**src/hw/eif_pkg.sv**
```systemverilog
// package of register map, field layout and timing constants for the external irq filter
package eif_pkg;
  // ****************************************************************
  // register offsets
  // ****************************************************************
  localparam logic [11:0] CH2_CONTROL_ADDR = 12'hfd9;
  localparam logic [11:0] CH3_CONTROL_ADDR = 12'hfda;
  localparam logic [7:0]  CONTROL_RESET    = 8'h00;

  // ****************************************************************
  // field positions
  // ****************************************************************
  localparam int SAMPLE_LSB = 0;
  localparam int EDGE_LSB   = 2;
  localparam int LEVEL_BIT  = 4;

  // ****************************************************************
  // edge select codes
  // ****************************************************************
  localparam logic [1:0] EDGE_RISE = 2'h0;
  localparam logic [1:0] EDGE_FALL = 2'h1;
  localparam logic [1:0] EDGE_BOTH = 2'h2;

  // ****************************************************************
  // timing: agreeing samples and slow-mode divider
  // ****************************************************************
  localparam int FILTER_SAMPLES = 3;
  localparam int SLOW_DIVIDE    = 4;
endpackage

```
**src/hw/eif_filter.sv**
```systemverilog
// one channel: sample strobe, noise canceller and edge detector
`timescale 1ns/100ps
module eif_filter #(
  parameter int SAMPLES = eif_pkg::FILTER_SAMPLES
) (
  input  wire logic       clk,
  input  wire logic       rst,
  input  wire logic       gate,
  input  wire logic       slow_mode,
  input  wire logic       slow_tick,
  input  wire logic [1:0] sample_interval,
  input  wire logic [1:0] edge_select,
  input  wire logic       pin,
  output logic            filtered,
  output logic            request
);
  // ****************************************************************
  // sample strobe and filter
  // ****************************************************************
  logic [3:0] div;
  logic [3:0] next_div;
  logic [1:0] agree;
  logic [1:0] next_agree;
  logic       next_filtered;
  logic       tick;
  logic       rise;
  logic       fall;

  // divider picks the gear rate or the slow tick
  always_comb begin
    next_div      = gate ? div + 4'h1 : 4'h0;
    next_agree    = agree;
    next_filtered = filtered;
    case (sample_interval)
      2'h0:    tick = 1'b1;
      2'h1:    tick = (div[1:0] == 2'h3);
      2'h2:    tick = (div[2:0] == 3'h7);
      default: tick = (div == 4'hf);
    endcase
    if (slow_mode) begin
      tick = slow_tick;
    end
    if (!gate) begin
      // gate low invalidates the filter state
      next_agree    = 2'h0;
      next_filtered = 1'b0;
    end else if (tick) begin
      if (pin == filtered) begin
        next_agree = 2'h0;
      end else if (agree == 2'(SAMPLES - 1)) begin
        next_agree    = 2'h0;
        next_filtered = pin;
      end else begin
        next_agree = agree + 2'h1;
      end
    end
  end

  always_ff @(posedge clk or posedge rst) begin
    if (rst) begin
      div      <= 4'h0;
      agree    <= 2'h0;
      filtered <= 1'b0;
    end else begin
      div      <= next_div;
      agree    <= next_agree;
      filtered <= next_filtered;
    end
  end

  // ****************************************************************
  // edge detection; mode changes may glitch, left to software
  // ****************************************************************
  assign rise = gate && !filtered && next_filtered;
  assign fall = gate && filtered && !next_filtered;

  // request registered so it lines up with the new filtered level
  always_ff @(posedge clk or posedge rst) begin
    if (rst) begin
      request <= 1'b0;
    end else begin
      request <= (edge_select == eif_pkg::EDGE_RISE && rise)
              || (edge_select == eif_pkg::EDGE_FALL && fall)
              || (edge_select == eif_pkg::EDGE_BOTH && (rise || fall));
    end
  end

  filter_settle_a: assert property (@(posedge clk) disable iff (rst)
    !gate |=> !filtered) else $error("filter not cleared by gate");
  rise_request_a: assert property (@(posedge clk) disable iff (rst)
    (edge_select == eif_pkg::EDGE_RISE && rise) |=> request && filtered)
    else $error("missed rising request");
  fall_request_a: assert property (@(posedge clk) disable iff (rst)
    (edge_select == eif_pkg::EDGE_FALL && fall) |=> request && !filtered)
    else $error("missed falling request");
  // keyed on the edge itself, so a settings write in the same cycle cannot trip it
  both_request_a: assert property (@(posedge clk) disable iff (rst)
    (edge_select == eif_pkg::EDGE_BOTH && (rise || fall)) |=> request)
    else $error("missed both-edge request");
  reserved_quiet_a: assert property (@(posedge clk) disable iff (rst)
    edge_select == 2'h3 |=> !request) else $error("request on reserved code");
  request_pulse_a: assert property (@(posedge clk) disable iff (rst)
    request |=> !request) else $error("request longer than a cycle");
  filter_hold_a: assert property (@(posedge clk) disable iff (rst)
    (gate && !tick) |=> $stable(filtered)) else $error("filter moved off tick");
  rise_cover_c: cover property (@(posedge clk) rise);
  fall_cover_c: cover property (@(posedge clk) fall);
endmodule

```
**src/hw/eif_ctl.sv**
```systemverilog
// top: two external interrupt channels with control registers
`timescale 1ns/100ps
//Contract
// bit 4 reads the filtered level caught at the last request, zero after reset
// edge code 00 requests on every rising filtered edge
// edge code 01 requests on every falling filtered edge
// edge code 10 requests on both edges; code 11 is reserved
// normal or idle mode samples at gear clock divided by 1, 4, 8, 16
// slow or sleep modes sample at low-frequency clock over four
// upper three control bits read zero
// requests during mode changes may be spurious and are not suppressed
// software disables interrupt before changing settings or mode
// after going slow, software waits twelve slow clocks then clears latch
// after going fast, software waits two gear plus three slow clocks
// gate low stops the channel and clears its control register
// filtered level changes only after several agreeing samples
// each qualifying edge gives one request pulse and captures the level
module eif_ctl #(
  parameter int SAMPLES = eif_pkg::FILTER_SAMPLES
) (
  input  wire logic        CLK,
  input  wire logic        RST,
  input  wire logic [11:0] ADDR,
  input  wire logic [7:0]  WDATA,
  input  wire logic        WR,
  input  wire logic        RD,
  output logic      [7:0]  RDATA,
  input  wire logic [1:0]  CLOCK_GATE,
  input  wire logic        SLOW_MODE,
  input  wire logic        LF_CLK_IN,
  input  wire logic [1:0]  IRQ_PIN,
  output logic      [1:0]  IRQ_REQUEST
);
  // ****************************************************************
  // slow-mode sample tick from the low-frequency clock input
  // ****************************************************************
  logic       lf_q;
  logic [1:0] lf_div;
  logic [1:0] next_lf_div;
  logic       lf_edge;
  logic       slow_tick;

  // low-frequency clock is sampled as a plain synchronous input
  assign lf_edge = LF_CLK_IN && !lf_q;

  always_comb begin
    next_lf_div = lf_edge ? lf_div + 2'h1 : lf_div;
  end

  assign slow_tick = lf_edge && (lf_div == 2'(eif_pkg::SLOW_DIVIDE - 1));

  always_ff @(posedge CLK or posedge RST) begin
    if (RST) begin
      lf_q   <= 1'b0;
      lf_div <= 2'h0;
    end else begin
      lf_q   <= LF_CLK_IN;
      lf_div <= next_lf_div;
    end
  end

  // ****************************************************************
  // per-channel control registers and filters
  // ****************************************************************
  logic [1:0] edge_sel   [2];
  logic [1:0] sample_int [2];
  logic [1:0] level;
  logic [1:0] filtered;
  logic [1:0] request;
  logic [1:0] sel;

  assign sel[0] = (ADDR == eif_pkg::CH2_CONTROL_ADDR);
  assign sel[1] = (ADDR == eif_pkg::CH3_CONTROL_ADDR);
  assign IRQ_REQUEST = request;

  generate
    for (genvar c = 0; c < 2; c++) begin : g_ch
      logic [1:0] next_edge;
      logic [1:0] next_sample;
      logic       next_level;

      // writes only land while the gate is open; gate low clears all
      always_comb begin
        next_edge   = edge_sel[c];
        next_sample = sample_int[c];
        next_level  = level[c];
        if (!CLOCK_GATE[c]) begin
          next_edge   = eif_pkg::CONTROL_RESET[eif_pkg::EDGE_LSB +: 2];
          next_sample = eif_pkg::CONTROL_RESET[eif_pkg::SAMPLE_LSB +: 2];
          next_level  = eif_pkg::CONTROL_RESET[eif_pkg::LEVEL_BIT];
        end else begin
          if (WR && sel[c]) begin
            // settings change glitches are software's to mask
            next_edge   = WDATA[eif_pkg::EDGE_LSB +: 2];
            next_sample = WDATA[eif_pkg::SAMPLE_LSB +: 2];
          end
          if (request[c]) begin
            next_level = filtered[c];
          end
        end
      end

      always_ff @(posedge CLK or posedge RST) begin
        if (RST) begin
          edge_sel[c]   <= eif_pkg::CONTROL_RESET[eif_pkg::EDGE_LSB +: 2];
          sample_int[c] <= eif_pkg::CONTROL_RESET[eif_pkg::SAMPLE_LSB +: 2];
          level[c]      <= eif_pkg::CONTROL_RESET[eif_pkg::LEVEL_BIT];
        end else begin
          edge_sel[c]   <= next_edge;
          sample_int[c] <= next_sample;
          level[c]      <= next_level;
        end
      end

      eif_filter #(
        .SAMPLES(SAMPLES)
      ) u_filter (
        .clk            (CLK),
        .rst            (RST),
        .gate           (CLOCK_GATE[c]),
        .slow_mode      (SLOW_MODE),
        .slow_tick      (slow_tick),
        .sample_interval(sample_int[c]),
        .edge_select    (edge_sel[c]),
        .pin            (IRQ_PIN[c]),
        .filtered       (filtered[c]),
        .request        (request[c])
      );
    end
  endgenerate

  // ****************************************************************
  // read port, data one cycle after the strobe
  // ****************************************************************
  logic [7:0] next_rdata;

  // unmapped addresses read zero; upper three bits always zero
  always_comb begin
    next_rdata = 8'h00;
    if (RD && sel[0]) begin
      next_rdata = {3'h0, level[0], edge_sel[0], sample_int[0]};
    end else if (RD && sel[1]) begin
      next_rdata = {3'h0, level[1], edge_sel[1], sample_int[1]};
    end
  end

  always_ff @(posedge CLK or posedge RST) begin
    if (RST) begin
      RDATA <= 8'h00;
    end else begin
      RDATA <= next_rdata;
    end
  end

  // ****************************************************************
  // read port and write path checks
  // ****************************************************************
  // reserved bits never show on the read port
  upper_zero_a: assert property (@(posedge CLK) disable iff (RST)
    RDATA[7:5] == 3'h0) else $error("upper bits not zero");

  // read data stand for one cycle only, zero otherwise
  idle_read_a: assert property (@(posedge CLK) disable iff (RST)
    !RD |=> RDATA == 8'h00) else $error("read data outside read cycle");

  // addresses outside the two registers read as zero
  unmapped_read_a: assert property (@(posedge CLK) disable iff (RST)
    (RD && !sel[0] && !sel[1]) |=> RDATA == 8'h00) else $error("unmapped read not zero");

  // readback shows the register as it stood at the strobe, not one cycle later
  readback_a: assert property (@(posedge CLK) disable iff (RST)
    (RD && sel[0]) |=> RDATA[4] == $past(level[0]) && RDATA[3:2] == $past(edge_sel[0])
      && RDATA[1:0] == $past(sample_int[0])) else $error("bad readback");
  readback3_a: assert property (@(posedge CLK) disable iff (RST)
    (RD && sel[1]) |=> RDATA[4] == $past(level[1]) && RDATA[3:2] == $past(edge_sel[1])
      && RDATA[1:0] == $past(sample_int[1])) else $error("bad channel 3 readback");

  // a write with the gate open lands in the next cycle
  write_land_a: assert property (@(posedge CLK) disable iff (RST)
    (WR && sel[0] && CLOCK_GATE[0]) |=>
      edge_sel[0] == $past(WDATA[eif_pkg::EDGE_LSB +: 2]) &&
      sample_int[0] == $past(WDATA[eif_pkg::SAMPLE_LSB +: 2]))
    else $error("write did not land");

  // ****************************************************************
  // level bit checks
  // ****************************************************************
  // the level bit catches the filtered value at each request
  level_capture_a: assert property (@(posedge CLK) disable iff (RST)
    (request[0] && CLOCK_GATE[0]) |=> level[0] == $past(filtered[0]))
    else $error("level not captured");
  level3_capture_a: assert property (@(posedge CLK) disable iff (RST)
    (request[1] && CLOCK_GATE[1]) |=> level[1] == $past(filtered[1]))
    else $error("channel 3 level not captured");

  // without a request the level bit holds, so software sees the last edge
  level_hold_a: assert property (@(posedge CLK) disable iff (RST)
    (!request[0] && CLOCK_GATE[0]) |=> $stable(level[0]))
    else $error("level moved without request");
  level3_hold_a: assert property (@(posedge CLK) disable iff (RST)
    (!request[1] && CLOCK_GATE[1]) |=> $stable(level[1]))
    else $error("channel 3 level moved without request");

  // ****************************************************************
  // gate and slow tick checks
  // ****************************************************************
  // gate low holds the register at its reset value
  gate_clear_a: assert property (@(posedge CLK) disable iff (RST)
    !CLOCK_GATE[1] |=> edge_sel[1] == 2'h0 && level[1] == 1'b0)
    else $error("gate did not clear");
  gate2_clear_a: assert property (@(posedge CLK) disable iff (RST)
    !CLOCK_GATE[0] |=> edge_sel[0] == 2'h0 && sample_int[0] == 2'h0 && level[0] == 1'b0)
    else $error("channel 2 gate did not clear");

  // a closed gate silences the channel from the next cycle on
  gated_quiet_a: assert property (@(posedge CLK) disable iff (RST)
    !CLOCK_GATE[0] |=> !request[0]) else $error("request with gate closed");
  gated3_quiet_a: assert property (@(posedge CLK) disable iff (RST)
    !CLOCK_GATE[1] |=> !request[1]) else $error("channel 3 request with gate closed");

  // the slow tick is a single-cycle strobe
  slow_tick_a: assert property (@(posedge CLK) disable iff (RST)
    slow_tick |=> !slow_tick) else $error("slow tick too long");

  // main scenarios: readback after a request, slow-mode request, gate reopening
  req_cover_c: cover property (@(posedge CLK) request[0] ##1 RD && sel[0]);
  slow_cover_c: cover property (@(posedge CLK) SLOW_MODE && request[1]);
  gate_cover_c: cover property (@(posedge CLK) !CLOCK_GATE[0] ##1 CLOCK_GATE[0]);
endmodule

```
**config.mk**
```make
export PLATFORM = sky130hd
export DESIGN_NAME = eif_ctl
export DESIGN_NICKNAME = d
export VERILOG_FILES = /design/src/hw/eif_pkg.sv /design/src/hw/eif_filter.sv /design/src/hw/eif_ctl.sv
export SDC_FILE = /design/constraint.sdc
export NUM_CORES = 1
export LEC_CHECK = 0
export BUFFER_PORTS_ARGS = -buffer_cell sky130_fd_sc_hd__buf_2
export CAP_MARGIN = 10
export CORE_ASPECT_RATIO = 1.2
export CORE_UTILIZATION = 53
export DETAILED_ROUTE_END_ITERATION = 10
export PLACE_DENSITY = 0.78
export RECOVER_POWER = 100
export SLEW_MARGIN = 25
export SYNTH_ARGS = -nofsm -noshare
export SYNTH_HDL_FRONTEND = slang
export SYNTH_HIERARCHICAL = 1
export SYNTH_SLANG_ARGS = --single-unit
```
**constraint.sdc**
```tcl
create_clock -name CLK -period 2.1 [get_ports CLK]
set_clock_uncertainty 0.15 [all_clocks]
set_input_delay 0.21 -clock CLK [delete_from_list [all_inputs] [get_ports CLK]]
set_output_delay 0.21 -clock CLK [all_outputs]
set_load 0.01 [all_outputs]
```
==> metrics <==
register area share after synthesis=around half; Initial Util=around 57%; CP max FO=3; CP bufs+invs=0; switch share=between 20% and 30%; DIE AREA=roughly 3600 sq um; most frequent cells in the layout=dfrtp_1, nand2_1, buf_2; Layout area overhead=13.4%; commonest non-fill, non-tap cell in the layout=dfrtp_1; reg-to-reg critical path startpoint=g_ch[1].u_filter/div[0]; FMAX=about 580 MHz; setup tns final=0 ps; top post-synthesis cells by area=dfrtp_1, mux2i_1, nand2_1, ha_1, nor2b_1; cell seen most often among critical-path stages=ha_1; logic gate share of total power=a little over an eighth; synthesized instance count=around 160; status=finished, final reports clean; largest net degree at the start of global routing=21; Pleak=a little over 0.9 nW; CP max stage delay=between 400 and 500 ps; Worst-Margin Slew=roughly 970 ps; Data arrival, critical path=~1800 ps; WHS Endpoint=g_ch[1].u_filter/filtered; ANT cells=0; initial DRC count=24; Clock Tree Buf Depth=2; hold path cells=3; Flop pwr share=59.4%; Final nets=between 200 and 250; Rel. slew slack=between 30% and 40%; Setup-failing EPs final=0; Max VDD drop=471 uV; Critical Path Start Type=register; core area=3110 sq um; maxcap violations=0; DR vias/cell=about 5.4; Hold Crit Class=in2reg; worst skew pair latency=330 ps; Final Hold Viols=0; Post-CTS Resized=0; GRT Util Overall=approximately a fifth; Worst Setup End Kind=register; PortBufs=32; Worst path slowest cell=dfrtp_1; R2R Setup Slk=around 370 ps; clock share of power=27.3%; fin. max-slew vios=0; Power Density=~600 nW/um^2; DIE HEIGHT=approximately 65 um; Setup Crit Path Kind=reg2reg; #FFs+latches synth=34; Die X=approximately 55 um; Vias=1298; Synth Cell Area=1770 sq um; antenna violations before repair=0; drt drc=0; first-pass GRT wire length=5.19 mm; post-DP HPWL=2.44 mm; first-pass detailed-route iteration total=4; CTS root buf=clkbuf_4; row count=22; count of cell types in the netlist=34; RSZ-0062 raised after global routing=false; Hold Startpoint=CLOCK_GATE[1]; final period utilization=roughly 80%; Num CTS Buffers=5; H-tree depth=2; WHS=between 100 and 150 ps; post-route ant nets=0; ratio of cells with drive above 1 in the final layout=approximately 16%; P_int=approximately 900 uW; Period minus WS final=~1700 ps; Wirelength per Cell=~13 um; vias in the first global route=roughly 1300; CTS tree=done; top-area cell type share of the netlist area=approximately half; gr ovfl total=0; clock slew at reported path FFs=about 100 ps; Fillers=approximately 270; Crit path required time=2180 ps; Largest delay share family, worst path=simple AND/OR/NAND/NOR gates; GPL Wtd Cong=between 0.7 and 0.8; Critical R2R Capture=g_ch[1].u_filter/request; total wire length=around 3.2 mm; num ports=40; Syn. warnings=6; dominant cell type by area after synthesis=dfrtp_1; net load switching power=between 300 and 400 uW; clk sinks=34; crit-path cells=ha_1 -> ha_1 -> nor2b_4 -> o2111ai_1 -> and4b_1 -> and3_1; Reg2Reg Depth=6; post-synthesis average cell area=around 11 sq um
power by group through the flow:
stage,sequential (mW),combinational (mW),clock [mW]
after floorplan,0.721,0.110,0
after global placement,0.724,0.148,0
after detailed placement,0.728,0.156,0
after CTS,0.715,0.168,0.338
after global routing,0.719,0.181,0.362
final,0.714,0.160,0.328
state kept, by name, summed over array words and instances, names as in the netlist:
signal / cells
RDATA: 5
edge_sel: 4
g_ch.u_filter/agree: 4
g_ch.u_filter/div: 8
g_ch.u_filter/filtered: 2
g_ch.u_filter/request: 2
level: 2
lf_div: 2
lf_q: 1
sample_int: 4
tightest hold or removal path, cell delays in order:
cell	delay, ps
buf_2	190
nand2_1	90
mux2i_1	60
area by class of cell:
cell class              count  area (sq um)  area share (%)
clock buffers               7          45.0            2.25
well taps                  36          45.0            2.25
inverters                   6          23.8            1.19
repair buffers             40           229            11.4
flip-flops and latches     34           851            42.5
multi-input cells         119           808            40.4
cells in the mapped netlist:
library cell,n
dfrtp_1,34
nand2_1,27
mux2i_1,16
nor2b_1,10
and2_1,7
nand3b_1,6
nor2_1,6
a22oi_1,5
ha_1,5
inv_1,5
nand2b_1,5
clkbuf_1,4
nand3_1,4
a21oi_1,3
buf_4,3
nand4_1,2
nor4_4,2
o2111ai_2,2
o21ai_0,2
xnor2_1,2
and3_1,1
and4b_1,1
clkinvlp_2,1
conb_1,1
mux2_2,1
nand2b_2,1
nand4b_1,1
nand4b_2,1
nand4b_4,1
nor2b_4,1
nor3b_1,1
o21ba_1,1
or4_4,1
xor2_1,1
worst max path at each step:
stage	start	to	slack (ps)	cells past startpoint
after floorplan	g_ch[1].u_filter/div[0]	g_ch[1].u_filter/request	450	6
after global placement	g_ch[1].u_filter/div[0]	g_ch[1].u_filter/request	390	6
after detailed placement	g_ch[1].u_filter/div[0]	g_ch[1].u_filter/request	370	6
after CTS	g_ch[1].u_filter/div[0]	g_ch[1].u_filter/request	360	6
after global routing	LF_CLK_IN	g_ch[1].u_filter/filtered	220	7
final	g_ch[1].u_filter/div[0]	g_ch[1].u_filter/request	370	6
layer usage:
metal	global-route usage (%)	vias to the layer above	wire [um]
met5	0	-	0
met4	7.37	0	58
met3	6.48	8	115
met2	34.2	21	1640
met1	22.9	630	1350
li1	-	639	-
logic make-up (layout without fill, tap and decap cells):
| kind of cell | Yosys count | count (layout) | synth area share (%) |
|---|---|---|---|
| XOR/XNOR | 3 | 3 | 1.49 |
| multiplexers | 17 | 17 | 9.71 |
| buffers and inverters | 13 | 53 | 3.47 |
| flip-flops | 34 | 34 | 48.2 |
| AND/OR/NAND/NOR | 78 | 78 | 27.6 |
| adder cells (fa/ha/maj) | 5 | 5 | 3.54 |
| AO/OA/AOI/OAI | 13 | 13 | 5.81 |
| other | 1 | 3 | 0.212 |
timing repair:
| action | CTS | global route |
|---|---|---|
| hold buffers | 8 | 0 |
| endpoints found under the setup margin | 0 | 0 |
| hold endpoints to repair | 45 | 0 |
| buffers inserted | 0 | 0 |
per-stage QoR:
| stage | utilization [%] | area, sq um | total power, mW | std cells | setup WS (ps) |
|---|---|---|---|---|---|
| 6_report | 64.4 | 2000 | 1.20 | 242 | 370 |
| 5_1_grt | 64.4 | 2000 | 1.26 | 242 | 219 |
| 2_1_floorplan | - | 1770 | 0.831 | 166 | 450 |
| 3_3_place_gp | 62.4 | 1940 | 0.871 | 227 | 392 |
| 3_5_place_dp | 62.4 | 1940 | 0.884 | 227 | 367 |
| 4_1_cts | 66.4 | 2070 | 1.22 | 242 | 358 |
(Power assumes the default switching activity.)
